[config.mk]
export PLATFORM = sky130hd
export DESIGN_NAME = crp_regs
export DESIGN_NICKNAME = d
export VERILOG_FILES = /design/src/verilog/crp_pkg.sv /design/src/verilog/crp_remap_if.sv /design/src/verilog/crp_regs.sv /design/src/verilog/crp_remap_reg.sv
export SDC_FILE = /design/constraint.sdc
export NUM_CORES = 1
export LEC_CHECK = 0
export BUFFER_PORTS_ARGS = -buffer_cell sky130_fd_sc_hd__buf_2
export CAP_MARGIN = 20
export CELL_PAD_IN_SITES_DETAIL_PLACEMENT = 0
export CELL_PAD_IN_SITES_GLOBAL_PLACEMENT = 2
export CORE_ASPECT_RATIO = 1.2
export CORE_MARGIN = 2
export CORE_UTILIZATION = 23
export CTS_CLUSTER_DIAMETER = 80
export CTS_CLUSTER_SIZE = 28
export DETAILED_ROUTE_END_ITERATION = 10
export PLACE_DENSITY = 0.84
export SYNTH_ARGS = -nofsm -noshare
export SYNTH_HDL_FRONTEND = slang
export SYNTH_SLANG_ARGS = --single-unit
[constraint.sdc]
create_clock -name mclk -period 1.6 [get_ports mclk]
set_clock_uncertainty 0.2 [all_clocks]
set_input_delay 0 -clock mclk [delete_from_list [all_inputs] [get_ports mclk]]
set_output_delay 0 -clock mclk [all_outputs]
set_load 0.1 [all_outputs]
[src/verilog/crp_pkg.sv]
// Package for the channel remap and shutdown priority registers.
// Assumes command codes arrive already decoded from the serial management bus.
package crp_pkg;

  localparam int         CMD_W       = 8;
  localparam int         DATA_W      = 8;
  localparam int         NUM_LOG     = 4;
  localparam int         MAP_FW      = 2;
  localparam int         PRIO_W      = 3;
  localparam int         PRIO_CH     = 2;
  localparam int         PHYS_W      = MAP_FW + 1;

  // Command codes
  localparam logic [7:0] CMD_REMAP   = 8'h26;
  localparam logic [7:0] CMD_PRIO12  = 8'h27;

  // Reset values
  localparam logic [7:0] REMAP_RST   = 8'hE4;
  localparam logic [7:0] PRIO_RST    = 8'h00;
  localparam logic [7:0] RD_NONE     = 8'h00;

  // Priority field layout; bits 7 and 3 are unused and read zero
  localparam int         PRIO_CH1_LSB = 0;
  localparam int         PRIO_CH2_LSB = 4;
  localparam logic [7:0] PRIO_MASK   = 8'h77;

  // True when the four two-bit codes are all different
  function automatic logic crp_is_perm(input logic [7:0] m);
    logic ok;
    ok = 1'b1;
    for (int i = 0; i < NUM_LOG; i++) begin
      for (int j = i + 1; j < NUM_LOG; j++) begin
        if (m[i*MAP_FW +: MAP_FW] == m[j*MAP_FW +: MAP_FW]) begin
          ok = 1'b0;
        end
      end
    end
    return ok;
  endfunction : crp_is_perm

endpackage : crp_pkg

[src/verilog/crp_remap_if.sv]
// Link between the command decoder and the remap store.
// Assumes both ends share one clock.
`timescale 1ns/1ps
interface crp_remap_if;
  import crp_pkg::*;
  logic              wrStb;
  logic [DATA_W-1:0] wrData;
  logic              groupOff;
  logic              holdN;
  logic [DATA_W-1:0] mapQ;
  logic              rejected;

  modport ctrl  (output wrStb, wrData, groupOff, holdN, input mapQ, rejected);
  modport store (input wrStb, wrData, groupOff, holdN, output mapQ, rejected);
endinterface : crp_remap_if

[src/verilog/crp_regs.sv]
// Channel remap and shutdown priority registers of the eight-channel controller.
// Assumes command decode of the serial bus upstream; all inputs synchronous to mclk.
`timescale 1ns/1ps
module crp_regs
  import crp_pkg::*;
#(
  parameter logic GROUP = 1'b0
)(
  // Clock and resets
  input  wire logic                mclk,
  input  wire logic                rstn,
  input  wire logic                extResetN,
  // Register access
  input  wire logic                regWrEn,
  input  wire logic                regRdEn,
  input  wire logic [CMD_W-1:0]    regCmd,
  input  wire logic [DATA_W-1:0]   regWrData,
  output logic      [DATA_W-1:0]   regRdData,
  output logic                     regRdValid,
  output logic                     remapRejected,
  // Channel state of the group
  input  wire logic [NUM_LOG-1:0]  chanIsOff,
  // Fast shutdown
  input  wire logic                threeBitPrioritySelect,
  input  wire logic                fastShutdownValid,
  input  wire logic [PRIO_W-1:0]   fastShutdownCode,
  output logic      [PRIO_CH-1:0]  prioTurnOff,
  // Mapping out
  output logic [NUM_LOG*PHYS_W-1:0] physChan,
  output logic [DATA_W-1:0]        shutdownPriorityLevel
);

  crp_remap_if rif ();

  logic [DATA_W-1:0]  prio_q;
  logic [DATA_W-1:0]  rdData_q;
  logic               rdValid_q;
  logic [PRIO_CH-1:0] turnOff_q;

  ////////////////////////////////////////////////////////////////////////////
  // Remap store
  assign rif.wrStb    = regWrEn && (regCmd == CMD_REMAP);
  assign rif.wrData   = regWrData;
  assign rif.groupOff = &chanIsOff;
  // Writes are not taken while the device sits in pin reset
  assign rif.holdN    = extResetN;

  crp_remap_reg u_remap (
    .mclk (mclk),
    .rstn (rstn),
    .rif  (rif)
  );

  assign remapRejected = rif.rejected;

  // group bit fixed, field order, code to channel
  genvar g;
  generate
    for (g = 0; g < NUM_LOG; g++) begin : g_map
      assign physChan[g*PHYS_W +: PHYS_W] = {GROUP, rif.mapQ[g*MAP_FW +: MAP_FW]};
    end
  endgenerate

  ////////////////////////////////////////////////////////////////////////////
  // priority byte, cleared by either reset
  always_ff @(posedge mclk) begin
    if (!rstn || !extResetN) begin
      prio_q <= PRIO_RST;
    end else if (regWrEn && (regCmd == CMD_PRIO12)) begin
      prio_q <= regWrData & PRIO_MASK;
    end
  end

  assign shutdownPriorityLevel = prio_q;

  // Read port: one cycle of latency, unknown codes read zero
  always_ff @(posedge mclk) begin
    if (!rstn) begin
      rdData_q  <= RD_NONE;
      rdValid_q <= 1'b0;
    end else begin
      rdValid_q <= regRdEn;
      if (regRdEn) begin
        unique case (regCmd)
          CMD_REMAP:  rdData_q <= rif.mapQ;
          CMD_PRIO12: rdData_q <= prio_q;
          default:    rdData_q <= RD_NONE;
        endcase
      end
    end
  end

  assign regRdData  = rdData_q;
  assign regRdValid = rdValid_q;

  ////////////////////////////////////////////////////////////////////////////
  // code compare per channel; pulse only, cool-down untouched
  // The off request is a separate pulse so the channel logic can skip the
  // cool-down cancel that a normal reset command would do.
  always_ff @(posedge mclk) begin
    if (!rstn || !extResetN) begin
      turnOff_q <= '0;
    end else begin
      turnOff_q[0] <= fastShutdownValid && threeBitPrioritySelect &&
                      (fastShutdownCode <= prio_q[PRIO_CH1_LSB +: PRIO_W]);
      turnOff_q[1] <= fastShutdownValid && threeBitPrioritySelect &&
                      (fastShutdownCode <= prio_q[PRIO_CH2_LSB +: PRIO_W]);
    end
  end

  assign prioTurnOff = turnOff_q;
endmodule : crp_regs

[src/verilog/crp_remap_reg.sv]
// Remap store: holds the logical-to-physical mapping of one group of four.
// Assumes rstn is the power-on reset; the external reset pin arrives as holdN.
`timescale 1ns/1ps
module crp_remap_reg
  import crp_pkg::*;
(
  // Clock and power-on reset
  input  wire logic  mclk,
  input  wire logic  rstn,
  // Command side
  crp_remap_if.store rif
);

  logic [DATA_W-1:0] mapQ_q;
  logic              rej_q;
  logic              take;

  ////////////////////////////////////////////////////////////////////////////
  // all-off gate, duplicate reject
  assign take = rif.wrStb && rif.holdN && rif.groupOff && crp_is_perm(rif.wrData);

  always_ff @(posedge mclk) begin
    if (!rstn) begin
      mapQ_q <= REMAP_RST;
    end else if (take) begin
      mapQ_q <= rif.wrData;
    end
  end

  always_ff @(posedge mclk) begin
    if (!rstn) begin
      rej_q <= 1'b0;
    end else begin
      rej_q <= rif.wrStb && !take;
    end
  end

  assign rif.mapQ     = mapQ_q;
  assign rif.rejected = rej_q;

endmodule : crp_remap_reg
== Yosys cells after proc, flatten, opt, wreduce, memory -nomap -nowiden ==
Index checks and enable logic that the tools add are counted.

* Register bits after elaboration: 26
* Input port bits: 30
* Output and inout port bits: 32
* Word-level logic and storage cells: 37

* Order comparisons: 2
* Eq/ne operators: 8
* Multiplexer cells: 7
* Reduce and logical (&&, ||, !) cells: 14

{| class="wikitable"
|+ Operators with widths
! kind !! number
|-
| 8-bit by 6-bit equality test with 1-bit output, second input constant || 2
|-
| 8-bit case mux with 2 select lines || 1
|-
| 2-bit equality test || 6
|-
| 1-bit logical AND || 9
|-
| 3-bit <= comparator || 2
|-
| 1-bit two-way mux || 6
|-
| 4-bit AND reduction || 1
|-
| 1-bit zero test || 3
|-
| 1-bit logical OR || 1
|}

== Depth between registers and ports, before layout ==
Gate-level depths: netlist of the first run.

* Depth in word-level cells: 10
* Depth in mapped cells: 7
* Mapped depth without buffers: 7

== Modules after synthesis ==
From an unflattened synthesis of the first run, not the netlist that was laid out.

* Cell total of the unflattened synthesis: 161
* Area total of the unflattened synthesis: 1,480.2 um2

{| class="wikitable"
|+ By module, submodules not included
! module !! times used !! cells an instance !! area an instance (um2) !! sequential area each (um2)
|-
| crp_regs || 1 || 107 || 974.7 || 340.3
|-
| crp_remap_reg || 1 || 54 || 505.5 || 180.2
|}

== Least setup slack after synthesis of the first run ==
OpenSTA, ideal clock, no wires.

* Path type: flip-flop to flip-flop
* From: reg prio_q[5] (netlist: shutdownPriorityLevel[5])
* To: reg turnOff_q[1] (netlist: prioTurnOff[1])
* Library setup time: 64 ps
* Arrival time: 1,757 ps
* Data required time: 1,336 ps
* Path slack: -422 ps
* Cell stages (with the launch flop): 7
* Path buffers: 0
* Period minus slack after synthesis: 2,022 ps
* Cell sequence: dfxtp_1 inv_1 ha_1 a21o_1 a21oi_1 a31oi_1 nor2_1

* Longest elaborated chain between the ends: 2

{| class="wikitable"
|+ RTL lines
! element !! line !! source
|-
| start, declared || crp_regs.sv:35 || <nowiki>logic [DATA_W-1:0] prio_q;</nowiki>
|-
| start signal, assigned || crp_regs.sv:70 || <nowiki>prio_q <= regWrData & PRIO_MASK;</nowiki>
|-
| 3-bit <= comparator || crp_regs.sv:107 || <nowiki>(fastShutdownCode <= prio_q[PRIO_CH2_LSB +: PRIO_W]);</nowiki>
|-
| 1-bit logical AND || crp_regs.sv:106 || <nowiki>turnOff_q[1] <= fastShutdownValid && threeBitPrioritySelect &&</nowiki>
|-
| end signal, assigned || crp_regs.sv:106 ||
|-
| end, declared || crp_regs.sv:38 || <nowiki>logic [PRIO_CH-1:0] turnOff_q;</nowiki>
|}

Every way passes these cells.
A chain may end at the register's enable or synchronous reset.

== Worst setup path in the final report of the first run ==
* From: in rstn
* To: reg turnOff_q[0] (netlist: prioTurnOff[0])

* Longest elaborated chain between the ends: 2

{| class="wikitable"
|+ RTL lines
! element !! line !! source
|-
| start, declared || crp_regs.sv:11 || <nowiki>input wire logic rstn,</nowiki>
|-
| 1-bit zero test || - ||
|-
| 1-bit logical OR || crp_regs.sv:101 || <nowiki>if (!rstn || !extResetN) begin</nowiki>
|-
| end signal, assigned || crp_regs.sv:104 || <nowiki>turnOff_q[0] <= fastShutdownValid && threeBitPrioritySelect &&</nowiki>
|}

Every way passes these cells.

==> metrics, run 1 <==
GRT Overall Usage=a little under an eighth; Nets=~290; routed via count=around 1,400; Mapped Cells=159; TritonCTS clock tree=yes; Hold Slack=between 30 and 40 ps; RePlAce Congestion=0.725; Max stage delay on crit path=between 500 and 600 ps; setup_tns=0 ps; post-CTS setup buffer count=0; post-DP HPWL=~3 mm; Max rail drop VDD=around 0.0004 V; cts repair resizes=0; CTS H-tree lvls=1; routed length per instance=about 11 µm; startpoint types=input port; CP delay by family, top=buffers and inverters; fin util=a little under two fifths; boundary pin count=between 60 and 70; Seq/Total Area, Yosys=between 30% and 40%; critical path arrival=approximately 1500 ps; vias in the first global route=roughly 1,400; reg2reg path depth=6; first-pass GRT wire length=roughly 6 mm; initial core utilization=a little under a quarter; pwr dens=approximately 680 nW/µm²; largest net degree at the start of global routing=16; Yosys cell types=28; Final Hold Violating Endpoints=0; Initial DRC Count=43; clock tree buffer depth=2; Syn Area/Cell=8.59 µm²; DP Cell Count=~300; DR pass1 iterations=4; crit-path max FO=7; #FFs+latches synth=26; initial antenna violation count=0; Clock Sinks=26; Overflow after GRT=0; Worst path most repeated cell=dlygate4sd3_1; Yosys warnings=0; Post-Synthesis Cell Area=about 1400 µm²; leakage=roughly 1 nW; DR DRC count=0; Storage cell area=around 540 µm²; critical path endpoint category=flop; FP Rows=30; ANT nets after route=0; routed wire length=around 3.7 mm; multi-input combinational cell area=roughly 750 µm²; WS Path Type=input port to flop; Critical Path RT=about 1600 ps; root buf cell=clkbuf_8; fin. max-slew vios=0; EDFF count, synth=0; final setup vio count=0; fin crit share=just over 90%; HP Class=input port to flop; ys async rst share=0%; Ant. Diodes=0; Total Die Area=around 6600 µm²; PortBufs=55; CTS Buf Count=3; CP Depth=5; Synth Flop Type=dfxtp_1; Die Wd=about 74 µm; hold path depth=5; Syn-to-layout area delta=53.7%; share of cells above drive strength 1=a little under two fifths; die height=between 80 and 90 µm; total core area=5710 µm²; Slowest cell on crit path=dlygate4sd3_1; worst path buffer plus inverter count=3; fill cell count=about 630; Critical Path, Cell by Cell=dlygate4sd3_1 -> buf_2 -> nand4_1 -> dlygate4sd3_1 -> nor2_1; unrepaired setup endpoints after global routing=false; vias per inst=between 4 and 5; Non-Filler Instances=between 300 and 400; # Max-Cap Violations=0; f_max=677 MHz; worst slew pin tran=between 500 and 600 ps; minimum clock period=roughly 1500 ps; Rel. slew slack=about two thirds; clk slew on worst S/H paths=around 100 ps; clk_lat worst skew=between 200 and 300 ps; status=finished clean
synthesized netlist by cell type, drive strengths merged (2+ instances only):
library cell / instances / area share (%)
o21ai: 4 / 1.5
clkbuf: 2 / 0.55
xor2: 12 / 7.7
a31oi: 2 / 0.92
a21oi: 13 / 4.8
dfxtp: 26 / 38
nor2b: 2 / 0.92
o211ai: 4 / 2.2
buf: 7 / 4.1
nor2: 26 / 7.1
nand3: 9 / 3.3
ha: 6 / 5.5
inv: 14 / 3.8
nand4: 4 / 1.8
nor3: 2 / 1.6
nand2: 2 / 0.55
mux2i: 12 / 8.8
o22ai: 3 / 1.4
a21o: 2 / 1.1
path summary, 6_finish.rpt:
path / slack [ps] / from / endpoint
worst max-delay path: 120 / rstn / prioTurnOff[0]$_SDFF_PP0_
worst min-delay path: 30 / regCmd[0] / regRdData[5]$_SDFFE_PN0P_
worst max register to register: 200 / shutdownPriorityLevel[5]$_SDFFE_PP0P_ / prioTurnOff[1]$_SDFF_PP0_
worst min register to register: 300 / regRdData[4]$_SDFFE_PN0P_ / regRdData[4]$_SDFFE_PN0P_
what timing repair did:
item	4_1_cts	5_1_grt
endpoints found under the hold margin	25	0
hold buffers	19	0
endpoints found under the setup margin	0	0
layout by cell type (no fill, tap or decap):
cell and n:
a22oi_1 1, inv_1 14, dlygate4sd3_1 19, a31oi_1 2, nand2_1 2, ha_1 6, or2_2 1, nand4_1 4
clkbuf_8 3, nor2_1 26, dfxtp_4 2, nand3_1 9, xor2_1 12, o21ai_0 4, clkbuf_16 1, a21oi_1 13
nor3_1 1, nor4b_2 1, conb_1 6, o211ai_1 4, mux2i_1 12, dfxtp_2 10, a21o_1 2, o22ai_1 3
nor4_2 1, dfxtp_1 14, nor3_4 1, buf_2 55, nor2b_1 2, or4_4 1, buf_4 16, and3_2 1
metal layers:
metal / part of all wire (%) / GRT usage (%) / wire length [µm]
met2: 50 / 21.3 / 1860
met5: 0 / 0 / 0
met4: 0.91 / 3.57 / 34
met1: 44 / 14.4 / 1650
met3: 5.4 / 2.39 / 204
sequential cells by signal, summed over array words and instances, names as in the netlist:
name,count
regRdData,8
u_remap.rif.mapQ,8
shutdownPriorityLevel,6
prioTurnOff,2
regRdValid,1
u_remap.rif.rejected,1
worst register-to-register path, stage by stage, from the launching register on:
cell and delay [ps]:
dfxtp_4 370, inv_1 40, ha_1 280, a21o_1 160
a21oi_1 150, a31oi_1 50, nor2_1 80
power breakdown:
| group | switching [W] | internal [W] | total, W |
|---|---|---|---|
| Combinational | 0.000172 | 0.000118 | 0.000290 |
| Sequential | 0.000000491 | 0.000645 | 0.000646 |
| Clock | 0.000219 | 0.000272 | 0.000492 |
cells by family (layout without fill, tap and decap cells):
family,count (synthesis),in the layout,synth area share [%]
other cells,1,6,0.275
xor+xnor,12,12,7.70
fa+ha+maj,6,6,5.50
buf+inv,23,108,8.52
simple gates,50,50,18.7
compound gates,29,29,12.4
mux,12,12,8.80
flops,26,26,38.1
metrics by stage:
| stage | total power, W | setup slack, ps | instance area [µm²] |
|---|---|---|---|
| after floorplan | 0.000824 | 13.4 | 1410 |
| after global placement | 0.000914 | -61.2 | 1840 |
| after detailed placement | 0.000917 | -90.4 | 1840 |
| after CTS | 0.00144 | 149 | 2100 |
| after global routing | 0.00149 | 58.0 | 2100 |
| final | 0.00143 | 122 | 2100 |
cell type report:
class                           count  share of cell area, %
Clock buffer                        4                   3.16
Inverter                           14                   2.50
Multi-Input combinational cell    115                   35.9
Sequential cell                    26                   25.8
Tap cell                           80                   4.77
Timing Repair Buffer               90                   27.9
(Power assumes the default switching activity.)
==> run 2: changes to the inputs <==
- CORE_ASPECT_RATIO: 1.2 -> 0.5
- RECOVER_POWER: unset -> 25
==> run 2 against run 1 <==
  * Count of clock-buffer cells in the layout is 1 lower
  * Power is 15% higher
  * Core utilization is 0.85 points higher
  * First-iteration DRC count is 12% higher
  * Largest cell class unchanged
  * Hold slack worse by 28 ps
  * Via count is 4.8% lower
==> metrics, run 2 (synthesized netlist as in run 1, its figures left out) <==
status=finished clean (unchanged); die height=58.5 µm (was 88.4 µm); root buf cell=clkbuf_16 (was clkbuf_8); boundary pin count=62 (unchanged); r2r setup slk=200 ps (about the same); largest net degree at the start of global routing=16 (unchanged); worst r2r src=shutdownPriorityLevel[5]$_SDFFE_PP0P_ (unchanged); ANT nets after route=0 (unchanged); total core area=5610 µm² (was 5710 µm²); post-DP HPWL=2.94 mm (was 3.01 mm); DR DRC count=0 (unchanged); Storage cell area=541 µm² (unchanged); fin. max-slew vios=0 (unchanged); crit-path max FO=6 (was 7); setup_tns=0 ps (unchanged); Critical Path RT=1550 ps (was 1610 ps); Total Die Area=6600 µm² (was 6570 µm²); Non-Filler Instances=320 (was 329); clk slew on worst S/H paths=60 ps (was 100 ps); min-delay src=regCmd[5] (was regCmd[0]); initial core utilization=24.3% (was 23.9%); most frequent cells in the layout=buf_2, nor2_1, dlygate4sd3_1 (unchanged); internal power=0.00125 W (was 0.00104 W); f_max=654 MHz (was 677 MHz); Critical Path, Cell by Cell=dlygate4sd3_1 -> buf_2 -> nand4_1 -> or2_2 -> mux2i_1 -> nor2_1 (was dlygate4sd3_1 -> buf_2 -> nand4_1 -> dlygate4sd3_1 -> nor2_1); fin crit share=95.6% (was 92.4%); leakage=1.02 nW (about the same); vias per inst=4.19 (was 4.29); initial antenna violation count=0 (unchanged); TritonCTS clock tree=yes (unchanged); startpoint types=input port (unchanged); sw frac=23.5% (was 27.4%); routed length per instance=11.4 µm (about the same); Gate power share=17.1% (was 20.3%); CTS H-tree lvls=1 (unchanged); first-pass GRT wire length=6.06 mm (was 6.10 mm); Switch Pwr=0.000385 W (was 0.000391 W); final instance area=2110 µm² (was 2100 µm²); Syn-to-layout area delta=54.6% (was 53.7%); Place WS=-132 ps (was -90.4 ps); Final Hold Violating Endpoints=0 (unchanged); Placed Area=1830 µm² (was 1840 µm²); Initial DRC Count=48 (was 43); routed wire length=3.65 mm (was 3.74 mm); fill cell count=555 (was 628); unrepaired setup endpoints after global routing=false (unchanged); final setup vio count=0 (unchanged); Rel. slew slack=64.0% (was 66.4%); FP Rows=19 (was 30); CTS Buf Count=3 (unchanged); Ant. Diodes=0 (unchanged); most common cell after layout, fill and taps aside=buf_2 (unchanged); worst slew pin tran=542 ps (was 504 ps); launch point of the worst path=regCmd[2] (was rstn); minimum clock period=1530 ps (was 1480 ps); multi-input combinational cell area=753 µm² (unchanged); Nets=284 (was 286); DP Cell Count=298 (was 306); Clock Power Share=43.4% (was 34.4%); Die Wd=113 µm (was 74.3 µm); routed via count=1,342 (was 1,410); critical path arrival=1480 ps (was 1490 ps); Max stage delay on crit path=520 ps (was 580 ps); reg2reg path depth=6 (unchanged); Slowest cell on crit path=dlygate4sd3_1 (unchanged); GRT Overall Usage=11.6% (was 12.0%); share of cells above drive strength 1=37.2% (was 37.3%); Seq pwr share=39.5% (was 45.2%); pwr dens=776 nW/µm² (was 680 nW/µm²); Max rail drop VDD=0.000463 V (was 0.000395 V); PortBufs=55 (unchanged); vias in the first global route=1,278 (was 1,367); clock tree buffer depth=2 (unchanged); clk_lat worst skew=260 ps (was 280 ps); RePlAce Congestion=0.760 (was 0.725); critical path endpoint category=flop (unchanged); Clock Sinks=26 (unchanged); end of the critical path=shutdownPriorityLevel[0]$_SDFFE_PP0P_ (was prioTurnOff[0]$_SDFF_PP0_); min setup slack post-route=70.8 ps (was 122 ps); HP Class=input port to flop (unchanged); FF-to-FF End=prioTurnOff[1]$_SDFF_PP0_ (unchanged); Overflow after GRT=0 (unchanged); # Max-Cap Violations=0 (unchanged); cts repair resizes=0 (unchanged); WS Path Type=input port to flop (unchanged); DR pass1 iterations=4 (unchanged)
[run 2: power by group through the flow]
stage | Combinational (W) | Clock, W | Sequential (W)
global route | 0.000300 | 0.000758 | 0.000646
detailed placement | 0.000246 | 0 | 0.000661
finish | 0.000279 | 0.000711 | 0.000647
floorplan | 0.000146 | 0 | 0.000679
CTS | 0.000279 | 0.000733 | 0.000646
global placement | 0.000244 | 0 | 0.000661
[run 2: repair_timing]
item | 4_1_cts | 5_1_grt
hold buffers | 18 | 0
endpoints found under the hold margin | 19 | 0
setup endpoints to repair | 0 | 0
buffers inserted | 0 | 0
[run 2: metrics by stage]
stage | utilization (%) | hold slack [ps] | total power, W
final | 37.6 | 3.13 | 0.00164
after global routing | 37.6 | 63.7 | 0.00170
after CTS | 37.6 | 1.99 | 0.00166
after detailed placement | 32.5 | 78.3 | 0.000907
after global placement | 32.5 | 78.1 | 0.000905
after floorplan | - | -111 | 0.000824
[run 2: cell type report]
cell class / instances / share of cell area, %
Sequential cell: 26 / 25.6
Tap cell: 73 / 4.33
Multi-Input combinational cell: 115 / 35.7
Clock inverter: 1 / 1.42
Timing Repair Buffer: 88 / 26.9
Clock buffer: 3 / 3.56
Inverter: 14 / 2.49
[run 2: metal layers]
layer | vias to the layer above | routed length, µm | global-route usage [%]
met5 | - | 0 | 0
met4 | 0 | 40 | 4.18
met3 | 2 | 126 | 2.37
met2 | 23 | 1680 | 19.4
met1 | 604 | 1810 | 15.1
li1 | 713 | - | -
[run 2: worst min path at each step]
stage	endpoint	slack [ps]	cells past startpoint
global placement	u_remap.rif.mapQ[6]$_SDFFE_PN1P_	80	2
finish	u_remap.rif.rejected$_SDFF_PN0_	3	5
global route	prioTurnOff[0]$_SDFF_PP0_	60	5
detailed placement	u_remap.rif.mapQ[6]$_SDFFE_PN1P_	80	2
floorplan	u_remap.rif.mapQ[2]$_SDFFE_PN1P_	-110	1
CTS	u_remap.rif.rejected$_SDFF_PN0_	2	5
[run 2: critical path: cells and delay by family]
kind,cells,cell delay [ps]
buffers and inverters,2,640
AND/OR/NAND/NOR,3,600
multiplexers,1,230
